**src/rtl/dprs_defs.vh**
```
// Register offsets, field positions and codes of the reference selector
`ifndef DPRS_DEFS_VH
`define DPRS_DEFS_VH

// Register offsets (word index on the register port)
`define DPRS_ADDR_REF_CFG     4'h0
`define DPRS_ADDR_OP_MODE2    4'h1
`define DPRS_ADDR_STATUS      4'h2

// Reset values
`define DPRS_REF_CFG_RST      16'h0000
`define DPRS_OP_MODE2_RST     16'h0000

// Reference configuration fields
`define DPRS_B_DRIVE_BIT      14
`define DPRS_A_DRIVE_BIT      13
`define DPRS_PREF_BIT         12
`define DPRS_SEC_FREQ_HI      11
`define DPRS_SEC_FREQ_LO      10
`define DPRS_PRI_FREQ_HI      9
`define DPRS_PRI_FREQ_LO      8
`define DPRS_SEC_SRC_HI       7
`define DPRS_SEC_SRC_LO       4
`define DPRS_PRI_SRC_HI       3
`define DPRS_PRI_SRC_LO       0

// Operation mode two fields
`define DPRS_MTIE_RST_BIT     10
`define DPRS_FDM_HI           9
`define DPRS_FDM_LO           8
`define DPRS_DIV_HI           4
`define DPRS_DIV_LO           3
`define DPRS_NSRC_HI          1
`define DPRS_NSRC_LO          0

// Writable bit masks (reserved bits read zero)
`define DPRS_REF_CFG_MASK     16'h7FFF
`define DPRS_OP_MODE2_MASK    16'h071B

// Frequency codes
`define DPRS_FREQ_8K          2'h0
`define DPRS_FREQ_1544K       2'h1
`define DPRS_FREQ_2048K       2'h2
`define DPRS_FREQ_BUS         2'h3

// Source selection codes
`define DPRS_SRC_BP1          4'h0
`define DPRS_SRC_BP2          4'h1
`define DPRS_SRC_LOC0         4'h8
`define DPRS_SRC_LOC1         4'h9
`define DPRS_SRC_LOC2         4'hA
`define DPRS_SRC_LOC3         4'hB

// Divider codes and ratios
`define DPRS_DIV_NONE         2'h0
`define DPRS_DIV_193          2'h1
`define DPRS_DIV_256          2'h2
`define DPRS_RATIO_193        9'h0C1
`define DPRS_RATIO_256        9'h100

// Failure detect codes
`define DPRS_FDM_AUTO         2'h0
`define DPRS_FDM_EXT          2'h1
`define DPRS_FDM_FPRI         2'h2
`define DPRS_FDM_FSEC         2'h3

// Clocking roles, as reported in status
`define DPRS_ROLE_SLAVE       2'h0
`define DPRS_ROLE_PRI_MASTER  2'h1
`define DPRS_ROLE_SEC_MASTER  2'h2
`define DPRS_ROLE_INVALID     2'h3

// Frame alignment source codes
`define DPRS_FRM_LOCAL        2'h0
`define DPRS_FRM_SIDE_A       2'h1
`define DPRS_FRM_SIDE_B       2'h2

`endif

```
**src/rtl/dprs_ref_select.v**
```verilog
// Digital PLL reference, role and network reference output selection
`timescale 1ns/1ns
`include "dprs_defs.vh"

// Contract
// - Network reference divided by 1, 193, 256
// - Two-bit field picks local reference source
// - Primary master drives A, monitors B
// - Secondary master drives B, monitors A
// - Slave drives neither clock pair
// - Preference bit zero prefers primary reference
// - Frequency codes: 8k, 1.544M, 2.048M, bus
// - Primary frequency bus code forces A clock
// - Secondary frequency bus code forces B clock
// - Active A-clock primary aligns to A frame
// - Active B-clock secondary aligns to B frame
// - External mode takes failure from loss inputs
// - MTIE reset aligns to nearest reference edge
module dprs_ref_select
(
    // Clock and reset
    input  wire        clk_i,
    input  wire        srst_i,
    // Register port
    input  wire [3:0]  addr_i,
    input  wire [15:0] wdata_i,
    input  wire        wr_i,
    input  wire        rd_i,
    output reg  [15:0] rdata_o,
    // Reference inputs
    input  wire [3:0]  local_ref_in_i,
    input  wire [1:0]  backplane_ref_in_i,
    input  wire        pll_clk_i,
    // Backplane clock pairs and frames
    input  wire        bus_clock_side_a_i,
    output reg         bus_clock_side_a_o,
    output wire        bus_clock_side_a_oe_o,
    input  wire        bus_clock_side_b_i,
    output reg         bus_clock_side_b_o,
    output wire        bus_clock_side_b_oe_o,
    input  wire        frame_side_a_i,
    input  wire        frame_side_b_i,
    // Failure indications
    input  wire        primary_loss_in_i,
    input  wire        secondary_loss_in_i,
    input  wire        pri_monitor_fail_i,
    input  wire        sec_monitor_fail_i,
    // Towards the loop
    output reg         primary_reference_o,
    output reg         secondary_reference_o,
    output reg         active_is_secondary_o,
    output reg  [1:0]  frame_align_sel_o,
    output reg         frame_align_o,
    output reg         mtie_hold_o,
    output reg         nearest_edge_align_o,
    // Network reference
    output reg         network_reference_out_o
);

    // Synchroniser input indices
    localparam NSYNC   = 15;
    localparam I_LOC0  = 0;
    localparam I_BP1   = 4;
    localparam I_BP2   = 5;
    localparam I_PLL   = 6;
    localparam I_CA    = 7;
    localparam I_CB    = 8;
    localparam I_FA    = 9;
    localparam I_FB    = 10;
    localparam I_PLOS  = 11;
    localparam I_SLOS  = 12;
    localparam I_PMON  = 13;
    localparam I_SMON  = 14;

    wire [NSYNC-1:0] raw_w;
    reg  [NSYNC-1:0] s1_q;
    reg  [NSYNC-1:0] s2_q;
    reg  [NSYNC-1:0] s3_q;
    reg  [NSYNC-1:0] flt_q;

    reg  [15:0]      ref_cfg_q;
    reg  [15:0]      op_mode2_q;

    reg              pri_sel_d;
    reg              sec_sel_d;
    reg              nsrc_d;
    reg              nsrc_last_q;
    reg              act_last_q;
    reg  [8:0]       div_cnt_q;
    reg  [8:0]       ratio_d;
    reg  [1:0]       role_d;
    reg              pri_fail_d;
    reg              sec_fail_d;
    reg              act_sec_d;
    reg              cfg_err_d;

    wire [1:0]       sec_freq_w;
    wire [1:0]       pri_freq_w;
    wire [3:0]       sec_src_w;
    wire [3:0]       pri_src_w;
    wire [1:0]       fdm_w;
    wire [1:0]       div_w;
    wire [1:0]       nsrc_sel_w;
    wire             a_drive_w;
    wire             b_drive_w;
    wire             pref_sec_w;
    wire             mtie_rst_w;
    wire             act_ref_w;

    assign raw_w = {sec_monitor_fail_i, pri_monitor_fail_i,
                    secondary_loss_in_i, primary_loss_in_i,
                    frame_side_b_i, frame_side_a_i,
                    bus_clock_side_b_i, bus_clock_side_a_i,
                    pll_clk_i, backplane_ref_in_i, local_ref_in_i};

    // Three-stage synchronisers; a change is taken once stages 2 and 3 agree
    genvar g;
    generate
        for (g = 0; g < NSYNC; g = g + 1)
        begin : g_sync
            always @(posedge clk_i)
            begin
                if (srst_i)
                begin
                    s1_q[g]  <= 1'b0;
                    s2_q[g]  <= 1'b0;
                    s3_q[g]  <= 1'b0;
                    flt_q[g] <= 1'b0;
                end
                else
                begin
                    s1_q[g] <= raw_w[g];
                    s2_q[g] <= s1_q[g];
                    s3_q[g] <= s2_q[g];
                    if (s2_q[g] == s3_q[g])
                        flt_q[g] <= s3_q[g];
                end
            end
        end
    endgenerate

    // Field extraction
    assign b_drive_w  = ref_cfg_q[`DPRS_B_DRIVE_BIT];
    assign a_drive_w  = ref_cfg_q[`DPRS_A_DRIVE_BIT];
    assign pref_sec_w = ref_cfg_q[`DPRS_PREF_BIT];
    assign sec_freq_w = ref_cfg_q[`DPRS_SEC_FREQ_HI:`DPRS_SEC_FREQ_LO];
    assign pri_freq_w = ref_cfg_q[`DPRS_PRI_FREQ_HI:`DPRS_PRI_FREQ_LO];
    assign sec_src_w  = ref_cfg_q[`DPRS_SEC_SRC_HI:`DPRS_SEC_SRC_LO];
    assign pri_src_w  = ref_cfg_q[`DPRS_PRI_SRC_HI:`DPRS_PRI_SRC_LO];
    assign mtie_rst_w = op_mode2_q[`DPRS_MTIE_RST_BIT];
    assign fdm_w      = op_mode2_q[`DPRS_FDM_HI:`DPRS_FDM_LO];
    assign div_w      = op_mode2_q[`DPRS_DIV_HI:`DPRS_DIV_LO];
    assign nsrc_sel_w = op_mode2_q[`DPRS_NSRC_HI:`DPRS_NSRC_LO];

    // Bus clock pair drivers follow the role bits directly
    assign bus_clock_side_a_oe_o = a_drive_w;
    assign bus_clock_side_b_oe_o = b_drive_w;

    // Register writes; reserved bits are masked off
    always @(posedge clk_i)
    begin
        if (srst_i)
        begin
            ref_cfg_q  <= `DPRS_REF_CFG_RST;
            op_mode2_q <= `DPRS_OP_MODE2_RST;
        end
        else if (wr_i)
        begin
            if (addr_i == `DPRS_ADDR_REF_CFG)
                ref_cfg_q <= wdata_i & `DPRS_REF_CFG_MASK;
            if (addr_i == `DPRS_ADDR_OP_MODE2)
                op_mode2_q <= wdata_i & `DPRS_OP_MODE2_MASK;
        end
    end

    // Source decode for primary, secondary and network reference
    always @*
    begin
        // Unused selection codes give a quiet low reference
        case (pri_src_w)
            `DPRS_SRC_BP1:  pri_sel_d = flt_q[I_BP1];
            `DPRS_SRC_BP2:  pri_sel_d = flt_q[I_BP2];
            `DPRS_SRC_LOC0: pri_sel_d = flt_q[I_LOC0];
            `DPRS_SRC_LOC1: pri_sel_d = flt_q[I_LOC0+1];
            `DPRS_SRC_LOC2: pri_sel_d = flt_q[I_LOC0+2];
            `DPRS_SRC_LOC3: pri_sel_d = flt_q[I_LOC0+3];
            default:        pri_sel_d = 1'b0;
        endcase
        if (pri_freq_w == `DPRS_FREQ_BUS)
            pri_sel_d = flt_q[I_CA];
        case (sec_src_w)
            `DPRS_SRC_BP1:  sec_sel_d = flt_q[I_BP1];
            `DPRS_SRC_BP2:  sec_sel_d = flt_q[I_BP2];
            `DPRS_SRC_LOC0: sec_sel_d = flt_q[I_LOC0];
            `DPRS_SRC_LOC1: sec_sel_d = flt_q[I_LOC0+1];
            `DPRS_SRC_LOC2: sec_sel_d = flt_q[I_LOC0+2];
            `DPRS_SRC_LOC3: sec_sel_d = flt_q[I_LOC0+3];
            default:        sec_sel_d = 1'b0;
        endcase
        if (sec_freq_w == `DPRS_FREQ_BUS)
            sec_sel_d = flt_q[I_CB];
        nsrc_d = flt_q[I_LOC0 + nsrc_sel_w];
    end

    // Role decode, failure source and active reference choice
    always @*
    begin
        case ({b_drive_w, a_drive_w})
            2'h1:    role_d = `DPRS_ROLE_PRI_MASTER;
            2'h2:    role_d = `DPRS_ROLE_SEC_MASTER;
            2'h0:    role_d = `DPRS_ROLE_SLAVE;
            default: role_d = `DPRS_ROLE_INVALID;
        endcase
        if (fdm_w == `DPRS_FDM_EXT)
        begin
            pri_fail_d = flt_q[I_PLOS];
            sec_fail_d = flt_q[I_SLOS];
        end
        else
        begin
            pri_fail_d = flt_q[I_PMON];
            sec_fail_d = flt_q[I_SMON];
        end
        // Forced modes fix the choice; otherwise the preferred reference is kept unless it fails and the other is sound
        case (fdm_w)
            `DPRS_FDM_FPRI: act_sec_d = 1'b0;
            `DPRS_FDM_FSEC: act_sec_d = 1'b1;
            default:
                if (pref_sec_w)
                    act_sec_d = ~(sec_fail_d & ~pri_fail_d);
                else
                    act_sec_d = pri_fail_d & ~sec_fail_d;
        endcase
        // Flags the software-side role limits when they are broken
        cfg_err_d = ((role_d == `DPRS_ROLE_SLAVE) & ~mtie_rst_w)
                  | ((role_d == `DPRS_ROLE_PRI_MASTER)
                     & (fdm_w != `DPRS_FDM_AUTO))
                  | ((role_d != `DPRS_ROLE_PRI_MASTER)
                     & fdm_w[1])
                  | (role_d == `DPRS_ROLE_INVALID);
        // Divider ratio; the frequency codes act only through the bus code
        ratio_d = (div_w == `DPRS_DIV_193) ? `DPRS_RATIO_193
                                           : `DPRS_RATIO_256;
    end

    assign act_ref_w = act_sec_d ? sec_sel_d : pri_sel_d;

    // Loop-facing outputs and frame alignment choice
    always @(posedge clk_i)
    begin
        if (srst_i)
        begin
            primary_reference_o   <= 1'b0;
            secondary_reference_o <= 1'b0;
            active_is_secondary_o <= 1'b0;
            frame_align_sel_o     <= `DPRS_FRM_LOCAL;
            frame_align_o         <= 1'b0;
            mtie_hold_o           <= 1'b0;
            nearest_edge_align_o  <= 1'b0;
            act_last_q            <= 1'b0;
            bus_clock_side_a_o    <= 1'b0;
            bus_clock_side_b_o    <= 1'b0;
        end
        else
        begin
            primary_reference_o   <= pri_sel_d;
            secondary_reference_o <= sec_sel_d;
            active_is_secondary_o <= act_sec_d;
            act_last_q            <= act_ref_w;
            // Bus code on the active side ties frames to that side
            if (!act_sec_d && pri_freq_w == `DPRS_FREQ_BUS)
            begin
                frame_align_sel_o <= `DPRS_FRM_SIDE_A;
                frame_align_o     <= flt_q[I_FA];
            end
            else if (act_sec_d && sec_freq_w == `DPRS_FREQ_BUS)
            begin
                frame_align_sel_o <= `DPRS_FRM_SIDE_B;
                frame_align_o     <= flt_q[I_FB];
            end
            else
            begin
                frame_align_sel_o <= `DPRS_FRM_LOCAL;
                frame_align_o     <= 1'b0;
            end
            // Held MTIE snaps the loop to each reference rising edge
            mtie_hold_o          <= mtie_rst_w;
            nearest_edge_align_o <= mtie_rst_w & act_ref_w
                                    & ~act_last_q;
            // Sampled loop clock; only a stand-in at this sample rate
            bus_clock_side_a_o <= flt_q[I_PLL] & a_drive_w;
            bus_clock_side_b_o <= flt_q[I_PLL] & b_drive_w;
        end
    end

    // Network reference divider, counted on rising source edges
    always @(posedge clk_i)
    begin
        if (srst_i)
        begin
            nsrc_last_q             <= 1'b0;
            div_cnt_q               <= 9'h000;
            network_reference_out_o <= 1'b0;
        end
        else
        begin
            nsrc_last_q <= nsrc_d;
            if (nsrc_d & ~nsrc_last_q)
            begin
                if (div_cnt_q >= ratio_d - 9'h001)
                    div_cnt_q <= 9'h000;
                else
                    div_cnt_q <= div_cnt_q + 9'h001;
            end
            // Reserved code holds the output low rather than guess
            case (div_w)
                `DPRS_DIV_NONE:
                    network_reference_out_o <= nsrc_d;
                `DPRS_DIV_193, `DPRS_DIV_256:
                    network_reference_out_o <=
                        (div_cnt_q < {1'b0, ratio_d[8:1]});
                default:
                    network_reference_out_o <= 1'b0;
            endcase
        end
    end

    // Register read, data one cycle after the strobe
    always @(posedge clk_i)
    begin
        if (srst_i)
            rdata_o <= 16'h0000;
        else if (rd_i)
        begin
            case (addr_i)
                `DPRS_ADDR_REF_CFG:  rdata_o <= ref_cfg_q;
                `DPRS_ADDR_OP_MODE2: rdata_o <= op_mode2_q;
                `DPRS_ADDR_STATUS:
                    rdata_o <= {10'h000, cfg_err_d, sec_fail_d,
                                pri_fail_d, act_sec_d, role_d};
                default:             rdata_o <= 16'h0000;
            endcase
        end
        else
            rdata_o <= 16'h0000;
    end

endmodule // dprs_ref_select

```
**config.mk**
```make
export PLATFORM = sky130hd
export DESIGN_NAME = dprs_ref_select
export DESIGN_NICKNAME = d
export VERILOG_FILES = /design/src/rtl/dprs_ref_select.v
export VERILOG_INCLUDE_DIRS = /design/src /design/src/rtl
export SDC_FILE = /design/constraint.sdc
export NUM_CORES = 1
export LEC_CHECK = 0
export ABC_AREA = 0
export BUFFER_PORTS_ARGS = -buffer_cell sky130_fd_sc_hd__buf_2
export CAP_MARGIN = 20
export CORE_MARGIN = 4
export CORE_UTILIZATION = 32
export DETAILED_ROUTE_END_ITERATION = 10
export PLACE_DENSITY = 0.51
export SLEW_MARGIN = 10
export SYNTH_ARGS = -nofsm -noshare
export SYNTH_HDL_FRONTEND = slang
export SYNTH_SLANG_ARGS = --single-unit
```
**constraint.sdc**
```tcl
create_clock -name clk_i -period 4.3 [get_ports clk_i]
set_clock_uncertainty 0.2 [all_clocks]
set_input_delay 0.86 -clock clk_i [delete_from_list [all_inputs] [get_ports clk_i]]
set_output_delay 0.86 -clock clk_i [all_outputs]
set_load 0.01 [all_outputs]
```
## After elaboration in Yosys (flattened, before gate mapping)

Cells that the tools add are included.
Widths: inputs -> output; s select.

- Bits in registers: 120
- Input bits: 39
- Output and inout port bits: 29
- Logic and storage cells: 176

- Add/sub/neg operators: 2
- $lt $le $gt $ge: 3
- Equal/unequal tests: 39
- Mux-type cells: 20
- Bitwise operators: 20
- Reduce and logical (&&, ||, !) cells: 15

Operators by type and width:

| cell | count |
|---|---|
| $pmux 15 s3 | 1 |
| $eq 4x4->1 const B | 8 |
| $mux 9 | 2 |
| $eq 1x1->1 | 15 |
| $eq 2x2->1 const B | 7 |
| $eq 4x1->1 const B | 3 |
| $logic_not 4->1 | 3 |
| $pmux 1 s6 | 2 |
| $and 1x1->1 | 10 |
| $mux 1 | 10 |
| $add 9x1->9 const B | 1 |
| $ge 9x9->1 | 1 |
| $lt 9x8->1 | 1 |
| $sub 9x1->9 const B | 1 |
| $eq 2x1->1 const B | 4 |
| $not 1->1 | 7 |
| $logic_not 2->1 | 3 |
| $pmux 2 s3 | 1 |
| $reduce_or 2->1 | 3 |
| $lt 2x5->1 const B | 1 |
| $eq 4x2->1 const B | 1 |
| $pmux 1 s2 | 2 |
| $reduce_and 2->1 | 2 |
| $or 1x1->1 | 3 |
| other kinds (6) | 7 |

## Depth between registers and ports, before layout

Gate-level depths: netlist of the first run.

- Word-level depth: 10
- Depth in mapped cells: 10
- Mapped depth without buffers: 9

## Worst setup path before layout of the first run

OpenSTA, ideal clock, no wires.

- Path type: in2reg
- Start: input port addr_i[1]
- End: register ref_cfg_q[10]
- Arrival time: 2.012 ns
- Data required time: 3.968 ns
- Setup slack: 1.956 ns
- Cell stages on the path: 6
- Path buffers: 2
- Path through: clkbuf_1 nor4_4 nand2_1 clkbuf_1 nand2_1 a21oi_1

- Word-level cells in the longest chain between the ends: 2

RTL lines:

| element | line | text |
|---|---|---|
| start: declaration | dprs_ref_select.v:25 | `input wire [3:0] addr_i,` |
| $logic_not 4->1 | -- |  |
| $reduce_and 2->1 (no source line) | -- |  |
| end signal: assignment | dprs_ref_select.v:164 | `` ref_cfg_q <= `DPRS_REF_CFG_RST; `` |
| end signal: assignment | dprs_ref_select.v:170 | `` ref_cfg_q <= wdata_i & `DPRS_REF_CFG_MASK; `` |
| end: declaration | dprs_ref_select.v:81 | `reg [15:0] ref_cfg_q;` |

Every way passes these cells.
A chain may end at the register's enable or synchronous reset.

## Worst setup path after layout of the first run

- Start: register op_mode2_q[3]
- End: register div_cnt_q[7]

- Word-level cells in the longest chain between the ends: 5

RTL lines:

| element | line | text |
|---|---|---|
| start: declaration | dprs_ref_select.v:82 | `reg [15:0] op_mode2_q;` |
| start signal: assignment | dprs_ref_select.v:165 | `` op_mode2_q <= `DPRS_OP_MODE2_RST; `` |
| start signal: assignment | dprs_ref_select.v:172 | `` op_mode2_q <= wdata_i & `DPRS_OP_MODE2_MASK; `` |
| $eq 2x1->1 | -- |  |
| $mux 9 (no source line) | -- |  |
| $sub 9x1->9 | dprs_ref_select.v:310 | `if (div_cnt_q >= ratio_d - 9'h001)` |
| $ge 9x9->1 | dprs_ref_select.v:310 |  |
| $mux 9 | dprs_ref_select.v:310 |  |
| end signal: assignment | dprs_ref_select.v:313 | `div_cnt_q <= div_cnt_q + 9'h001;` |
| end: declaration | dprs_ref_select.v:89 | `reg [8:0] div_cnt_q;` |

Every way passes these cells.

==> results of run 1 <==
-- stage by stage --
step | hold WS (ns) | setup WS [ns] | util, %
5_1_grt | 0.242 | 1.49 | 41.1
6_report | 0.204 | 1.67 | 41.1
3_3_place_gp | 0.196 | 1.37 | 36.7
2_1_floorplan | 0.191 | 1.96 | -
4_1_cts | 0.206 | 1.65 | 41.1
3_5_place_dp | 0.198 | 1.36 | 36.7
-- per-layer routing --
metal	GRT usage [%]	part of all wire (%)
met1	17.6	47
met2	20.9	47
met3	4.23	4.8
met4	5.62	1.1
met5	0	0
-- final timing paths --
kind,to,slack (ns)
worst min-delay path,nearest_edge_align_o,0.20
worst min register to register,nearest_edge_align_o,0.20
worst max-delay path,div_cnt_q[7],1.67
worst max register to register,div_cnt_q[7],1.67
-- report_power, final --
group	total (mW)	switching, mW	internal, mW
combinational	0.0771	0.0437	0.0334
sequential	1.13	0.00938	1.12
clock	1.40	0.467	0.931
total	2.61	0.520	2.09
-- worst max-delay path: stages, from the launching register on --
cell and delay (ns):
dfxtp_1 0.42, ha_1 0.40, inv_1 0.14, ha_1 0.20, nor2b_1 0.11, o22ai_1 0.13, a2111o_1 0.48, a31o_1 0.21
a22o_1 0.22
-- flip-flops by register name, indices dropped and copies added, names as in the netlist --
signal and cells:
rdata_o 15, mtie_hold_o 1, s3_q 15, nsrc_last_q 1
network_reference_out_o 1, frame_align_o 1, nearest_edge_align_o 1, bus_clock_side_b_o 1
op_mode2_q 7, secondary_reference_o 1, act_last_q 1, ref_cfg_q 15
div_cnt_q 9, active_is_secondary_o 1, bus_clock_side_a_o 1, s1_q 15
s2_q 15, frame_align_sel_o 2, primary_reference_o 1, flt_q 15
-- synthesized netlist by cell type, drive strengths merged, types with 2 or more instances --
cell	instances	area (µm²)
inv	8	30.0
nor2b	57	357
nor3	4	25.0
nand3	11	55.1
o31ai	5	42.5
a22oi	8	60.1
nor4	2	27.5
clkbuf	15	57.6
nor4b	2	17.5
mux4	3	67.6
a31oi	2	12.5
and2	10	62.6
ha	9	113
nand2b	4	25.0
dfxtp	119	2380
o22ai	3	18.8
or2	2	12.5
a22o	4	35.0
a31o	4	35.0
nor3b	3	27.5
a21oi	43	215
nor2	20	77.6
buf	7	42.5
and3b	3	26.3
o32ai	2	17.5
o21ai	21	105
mux2	4	45.0
mux2i	3	30.0
nand2	74	280
-- cells by family (layout without fill, tap and decap cells) --
group | count (synthesis) | count (layout) | share of synthesized area [%]
AO/OA/AOI/OAI | 102 | 102 | 14.7
flip-flops | 119 | 119 | 53.6
buffers and inverters | 30 | 108 | 2.93
other | 1 | 1 | 0.0844
multiplexers | 10 | 10 | 3.21
adder cells (fa/ha/maj) | 9 | 9 | 2.53
AND/OR/NAND/NOR | 195 | 195 | 22.9
-- final cells by class --
class / count / area (µm²) / area share, %
Sequential cell: 119 / 2380 / 43.3
Multi-Input combinational cell: 317 / 1930 / 35.1
Clock buffer: 21 / 460 / 8.36
Timing Repair Buffer: 69 / 355 / 6.45
Tap cell: 176 / 220 / 4.00
Clock inverter: 10 / 128 / 2.32
Inverter: 8 / 30.0 / 0.545
==> run summary, run 1 <==
Post-CTS setup buffer count: 0
Wire per inst: 14.2 µm
Layout cell share with drive strength beyond 1: 21.1%
Die X-Extent: 126 µm
First-pass GRT wire length: 16.8 mm
Maxcap violations: 0
Core area: 0.0134 mm²
Placed Area: 0.00492 mm²
TritonRoute pass-1 iters: 4
Final Hold Fails: 0
Largest net degree at the start of global routing: 38
Slew Limit Headroom: 36.9%
Fin cells: 720
Power Total: 2.61 mW
Layout Nets: 580
WHS Path Cells: 1
Library cells used by synthesis: 52
Initial DRC Count: 277
Port bufs: 65
Cell count after placement: 689
GR Util All Layers: 13.5%
Fillers: 1355
Leak Pwr: 2.11 nW
Post-route ant nets: 0
Hold_sp: act_last_q
Critical R2R Launch: op_mode2_q[3]
Commonest non-fill, non-tap cell in the layout: dfxtp_1
I/O pins: 68
Die area: 0.0158 mm²
Synthesized net count: 514
Number of synthesized register bits: 119
Sequential share of the synthesized area: 53.6%
Setup-failing EPs final: 0
Clock slew at reported path FFs: 0.05 ns
Number of clock sinks: 119
Final Slew Violations: 0
Initial Util: 33.2%
CP Capture Type: flip-flop
Vias per inst: 4.77
Critical Path Source Type: flip-flop
Async SR Flop Fraction: 0%
Post-Route WL: 10.2 mm
Ys Warns: 0
GRT Residual Overflow: 0
Worst slew pin tran: 0.946 ns
Via count: 3432
# hold bufs at CTS: 0
Setup TNS: 0 ns
Row count: 42
Syn Inst Count: 466
CP startpoint: op_mode2_q[3]
Most frequent cells in the layout: dfxtp_1 (119), nand2_1 (73), buf_2 (65)
Residual DRC: 0
CTS Buf Count: 17
HP Class: reg2reg
Die H: 126 µm
Area grow syn2layout: 23.9%
Antenna cells: 0
Worst EP required: 4.40 ns
P per Cell Area: 474 mW/mm²
Root Buffer: clkbuf_16
H-Tree Level Count: 4
Fin crit period: 2.63 ns
Routability congestion estimate: 0.811
CTS max path bufs: 2
Syn_area_per_cell: 9.54 µm²
F_max: 380 MHz
Clock Latency Late Sink: 0.40 ns
Fin crit share: 61.3%
DPL Wire Length: 7.31 mm
Crit path kind: reg2reg
Worst path arrival time: 2.73 ns
Critical path peak fanout: 10
CTS tree: done
Initial antenna violation count: 0
Number of global-route vias before repair: 3359
Mapped Area: 0.00444 mm²
Outcome: completed
R2R depth: 8
Main flop type after synthesis: dfxtp_1
Worst VDD drop: 227 µV
RSZ-0062 raised after global routing: false
Final instance area: 0.00551 mm²
CTS resizes: 0
EDFF count, synth: 0
(Power assumes the default switching activity.)
==> run 2, diff against run 1 <==
--- a/config.mk
+++ b/config.mk
@@ -12,7 +12,7 @@
 export CORE_MARGIN = 4
 export CORE_UTILIZATION = 32
 export DETAILED_ROUTE_END_ITERATION = 10
-export PLACE_DENSITY = 0.51
+export PLACE_DENSITY = 0.53
 export SLEW_MARGIN = 10
 export SYNTH_ARGS = -nofsm -noshare
 export SYNTH_HDL_FRONTEND = slang
==> constraint.sdc (replaced) <==
create_clock -name clk_i -period 2.4 [get_ports clk_i]
set_clock_uncertainty 0.2 [all_clocks]
set_input_delay 0.48 -clock clk_i [delete_from_list [all_inputs] [get_ports clk_i]]
set_output_delay 0.48 -clock clk_i [all_outputs]
set_load 0.01 [all_outputs]
==> run 2 against run 1 <==
Against the previous run:
- via count rose by 1.6%
- sequential share of layout area is 1.4 points lower
- worst hold slack lost 0.13 ns
- final cell count rose by 1.8%
- first-iteration DRC count is 23% lower
==> run summary, run 2 (same netlist as run 1, synthesis figures left out) <==
Die H: 126 µm
Slew Limit Headroom: 62.2%
GRT Residual Overflow: 0
Maxcap violations: 0
Number of global-route vias before repair: 3478
CTS Buf Count: 17
Routability congestion estimate: 0.784
Residual DRC: 0
CTS tree: done
P per Cell Area: 822 mW/mm²
Critical Path Source Type: flip-flop
Final Slew Violations: 0
Worst EP required: 2.50 ns
Worst VDD drop: 419 µV
Core area: 0.0134 mm²
Most frequent cells in the layout: dfxtp_1 (117), nand2_1 (73), buf_2 (65)
I/O pins: 68
Largest net degree at the start of global routing: 40
F_max: 424 MHz
Clock slew at reported path FFs: 0.06 ns
Worst path arrival time: 2.46 ns
Clock Latency Late Sink: 0.41 ns
Antenna cells: 0
Wire per inst: 14.5 µm
Placed Area: 0.00502 mm²
Met2 Use GR: 22.2%
Root Buffer: clkbuf_16
H-Tree Level Count: 4
GR Util met1: 18.0%
Critical R2R Launch: op_mode2_q[4]
Area grow syn2layout: 28.3%
# hold bufs at CTS: 0
CP Capture Type: flip-flop
First-pass GRT wire length: 17.6 mm
Final Hold Fails: 0
CTS max path bufs: 2
Cell count after placement: 701
Critical path peak fanout: 5
Initial antenna violation count: 0
Leak Pwr: 2.18 nW
HP Class: in2reg
R2R depth: 8
Die area: 0.0158 mm²
Layout Nets: 592
Die X-Extent: 126 µm
DPL Wire Length: 7.81 mm
Minimum hold slack: 0.0751 ns
Fin cells: 733
Vias per inst: 4.76
Number of clock sinks: 119
CP startpoint: op_mode2_q[4]
TritonRoute pass-1 iters: 4
Worst slew pin tran: 0.566 ns
Fin crit period: 2.36 ns
R2R Path End: div_cnt_q[7]
Port bufs: 65
Fin crit share: 98.4%
Layout cell share with drive strength beyond 1: 25.3%
Final instance area: 0.00570 mm²
Setup-failing EPs final: 0
Row count: 42
Post-CTS setup buffer count: 0
Via count: 3486
Outcome: completed
Initial Util: 33.2%
Post-route ant nets: 0
Initial DRC Count: 213
Grt peak-use layer: met2
Commonest non-fill, non-tap cell in the layout: dfxtp_1
Crit path capture: div_cnt_q[7]
GR Util met3: 4.23%
GR Util All Layers: 14.1%
Flop2flop setup slack: 0.04 ns
Crit path kind: reg2reg
Post-Route WL: 10.6 mm
## run 2: cell types whose count changed in the layout (fill, tap and decap cells not counted), moves of 2 or more
cell	before	now
dfxtp_1	119	117
dfxtp_2	0	2
clkinvlp_4	1	3
ha_1	9	5
buf_4	4	15
clkinv_4	0	4
ha_4	0	3
clkbuf_1	2	0
clkinv_2	6	2
nor2b_1	57	55
## run 2: metrics by stage
step | setup TNS (ns) | total power [mW] | setup slack [ns] | util, %
detailed placement | 0 | 2.22 | 0.0121 | 37.5
global placement | 0 | 2.22 | 0.00934 | 37.5
CTS | 0 | 4.75 | 0.0246 | 42.0
finish | 0 | 4.69 | 0.0390 | 42.5
global route | -0.0205 | 4.87 | -0.0205 | 42.5
floorplan | 0 | 2.15 | 0.0814 | -
## run 2: routing by layer
layer,up-vias,wire [µm]
li1,1755,-
met1,1641,4980
met2,77,5030
met3,13,490
met4,0,145
met5,-,0
## run 2: repair_timing
| action | CTS | global route |
|---|---|---|
| resized for setup | 1 | 15 |
| endpoints found under the setup margin | 1 | 9 |
| pin swaps | 0 | 4 |
## run 2: critical path, cell delays in order, from the launching register on
cell and delay, ns:
dfxtp_2 0.33, inv_2 0.07, ha_4 0.17, ha_4 0.26, nor2b_4 0.15, o22ai_4 0.08
a2111o_1 0.52, a31o_1 0.25, a22o_1 0.22
## run 2: where the power goes
| part | leakage (nW) | switching (mW) | internal, mW |
|---|---|---|---|
| combinational | 0.921 | 0.0829 | 0.0673 |
| sequential | 0.968 | 0.0171 | 2.01 |
| clock | 0.287 | 0.916 | 1.59 |
| total | 2.18 | 1.02 | 3.67 |
## run 2: cell type report
type	instances	area [µm²]
fillers	1323	7700
flip-flops and latches	119	2380
multi-input cells	317	2010
repair buffers	81	458
clock buffers	19	453
well taps	176	220
clock inverters	13	148
inverters	8	30.0
## run 2: worst min-delay path by stage
stage,end,cells after the start,from
after global placement,nearest_edge_align_o,1,act_last_q
after floorplan,nearest_edge_align_o,1,act_last_q
after global routing,s1_q[6],2,pll_clk_i
after detailed placement,nearest_edge_align_o,1,act_last_q
after CTS,s1_q[3],2,local_ref_in_i[3]
final,s1_q[3],2,local_ref_in_i[3]
==> run 3, diff against run 2 <==
--- a/config.mk
+++ b/config.mk
@@ -12,7 +12,7 @@
 export CORE_MARGIN = 4
 export CORE_UTILIZATION = 32
 export DETAILED_ROUTE_END_ITERATION = 10
-export PLACE_DENSITY = 0.53
+export PLACE_DENSITY = 0.51
 export SLEW_MARGIN = 10
 export SYNTH_ARGS = -nofsm -noshare
 export SYNTH_HDL_FRONTEND = slang
==> constraint.sdc (replaced) <==
create_clock -name clk_i -period 2.9 [get_ports clk_i]
set_clock_uncertainty 0.2 [all_clocks]
set_input_delay 0.58 -clock clk_i [delete_from_list [all_inputs] [get_ports clk_i]]
set_output_delay 0.58 -clock clk_i [all_outputs]
set_load 0.01 [all_outputs]
==> run 3 against run 2 <==
Against the previous run:
- total power decreased by 15%
- highest routed layer unchanged
- largest cell class unchanged
- setup slack better by 0.24 ns
- combinational power shrank 23%
- register-to-register slack improved by 0.24 ns
- global-route usage decreased by 0.51 points
==> run summary, run 3 (same netlist as run 1, synthesis figures left out) <==
Worst VDD drop: 356 µV
P per Cell Area: 714 mW/mm²
Leak Pwr: 2.15 nW
DPL Wire Length: 7.25 mm
CP Capture Type: flip-flop
Hold_sp: local_ref_in_i[1]
Root Buffer: clkbuf_16
I/O pins: 68
Critical path peak fanout: 10
Layout cell share with drive strength beyond 1: 21.7%
Largest net degree at the start of global routing: 79
Sw frac: 19.4%
Number of clock sinks: 119
Slew Limit Headroom: 46.2%
Initial Util: 33.2%
Critical Path Source Type: flip-flop
Setup-failing EPs final: 0
NetSw: 0.771 mW
Final Hold Fails: 0
Routability congestion estimate: 0.784
Post-CTS setup buffer count: 0
RSZ-0062 raised after global routing: false
Fin crit share: 90.4%
Fin crit period: 2.62 ns
R2R depth: 8
Commonest non-fill, non-tap cell in the layout: dfxtp_1
Port bufs: 65
Post-Route WL: 10.0 mm
Maxcap violations: 0
Crit path kind: reg2reg
Worst EP required: 2.99 ns
H-Tree Level Count: 4
CTS resizes: 0
Core area: 0.0134 mm²
Vias per inst: 4.71
R2R Path End: div_cnt_q[7]
Initial antenna violation count: 0
CTS tree: done
Number of global-route vias before repair: 3353
Worst slew pin tran: 0.796 ns
Antenna cells: 0
F_max: 382 MHz
HP Class: in2reg
Clock share of power: 54.9%
CTS Buf Count: 17
Row count: 42
Setup ws final: 0.279 ns
Clock slew at reported path FFs: 0.05 ns
Min-Delay Endpoint: s1_q[1]
Initial DRC Count: 174
WHS Path Cells: 2
Wire per inst: 13.9 µm
Post-route ant nets: 0
Pre-CTS WS: 0.282 ns
Area grow syn2layout: 25.6%
Via count: 3409
Setup TNS: 0 ns
GRT Residual Overflow: 0
Die area: 0.0158 mm²
Int Pwr: 3.21 mW
Residual DRC: 0
Clock Latency Late Sink: 0.41 ns
Most frequent cells in the layout: dfxtp_1 (119), nand2_1 (73), buf_2 (65)
Critical R2R Launch: op_mode2_q[3]
Layout Nets: 584
Comb power frac: 2.9%
Outcome: completed
# hold bufs at CTS: 0
Worst path arrival time: 2.71 ns
Flop pwr share: 42.2%
Flop2flop setup slack: 0.28 ns
GR Util All Layers: 13.5%
Fillers: 1351
First-pass GRT wire length: 16.8 mm
Die X-Extent: 126 µm
Final Slew Violations: 0
Fin util: 41.7%
Power Total: 3.98 mW
Minimum hold slack: 0.179 ns
Die H: 126 µm
CTS max path bufs: 2
TritonRoute pass-1 iters: 4
## run 3: cell types whose count changed in the layout (fill, tap and decap cells not counted), moves of 3 or more
cell	delta
buf_4	-8
ha_1	+4
clkinv_4	-4
ha_4	-3
## run 3: cell type report
class                   instances  area [µm²]  share of cell area, %
multi-input cells             317        1930                   34.6
inverters                       8        30.0                  0.538
repair buffers                 73         398                   7.13
flip-flops and latches        119        2380                   42.7
clock buffers                  22         474                   8.49
clock inverters                 9         148                   2.64
well taps                     176         220                   3.94
## run 3: metal layers
| layer | up-vias | routed length (µm) | share of wire [%] | track usage [%] |
|---|---|---|---|---|
| met1 | 1593 | 4820 | 48 | 17.8 |
| met3 | 8 | 516 | 5.1 | 4.83 |
| li1 | 1744 | - | - | - |
| met5 | - | 0 | 0 | 0 |
| met2 | 64 | 4620 | 46 | 20.2 |
| met4 | 0 | 88 | 0.88 | 5.68 |
## run 3: power by group through the flow
stage | logic (mW) | clock network, mW | registers (mW)
2_1_floorplan | 0.0689 | 0 | 1.71
3_3_place_gp | 0.117 | 0 | 1.71
3_5_place_dp | 0.118 | 0 | 1.72
6_report | 0.116 | 2.19 | 1.68
5_1_grt | 0.132 | 2.32 | 1.68
4_1_cts | 0.118 | 2.24 | 1.68
## run 3: worst max-delay path by stage
| stage | startpoint | endpoint | cells past startpoint |
|---|---|---|---|
| after floorplan | op_mode2_q[3] | div_cnt_q[7] | 9 |
| after global placement | op_mode2_q[3] | div_cnt_q[7] | 8 |
| after detailed placement | op_mode2_q[3] | div_cnt_q[7] | 8 |
| after CTS | op_mode2_q[3] | div_cnt_q[7] | 8 |
| after global routing | op_mode2_q[3] | div_cnt_q[5] | 8 |
| final | op_mode2_q[3] | div_cnt_q[7] | 8 |
## run 3: through the flow
| stage | cells | cell area (µm²) |
|---|---|---|
| after detailed placement | 693 | 4960 |
| after global placement | 693 | 4960 |
| after global routing | 724 | 5580 |
| after CTS | 724 | 5580 |
| after floorplan | 466 | 4440 |
| final | 724 | 5580 |
## run 3: critical path, cell delays in order, from the launching register on
cell      delay [ns]
dfxtp_1         0.42
ha_1            0.41
inv_1           0.14
ha_1            0.20
nor2b_1         0.10
o22ai_1         0.13
a2111o_1        0.48
a31o_1          0.21
a22o_1          0.22
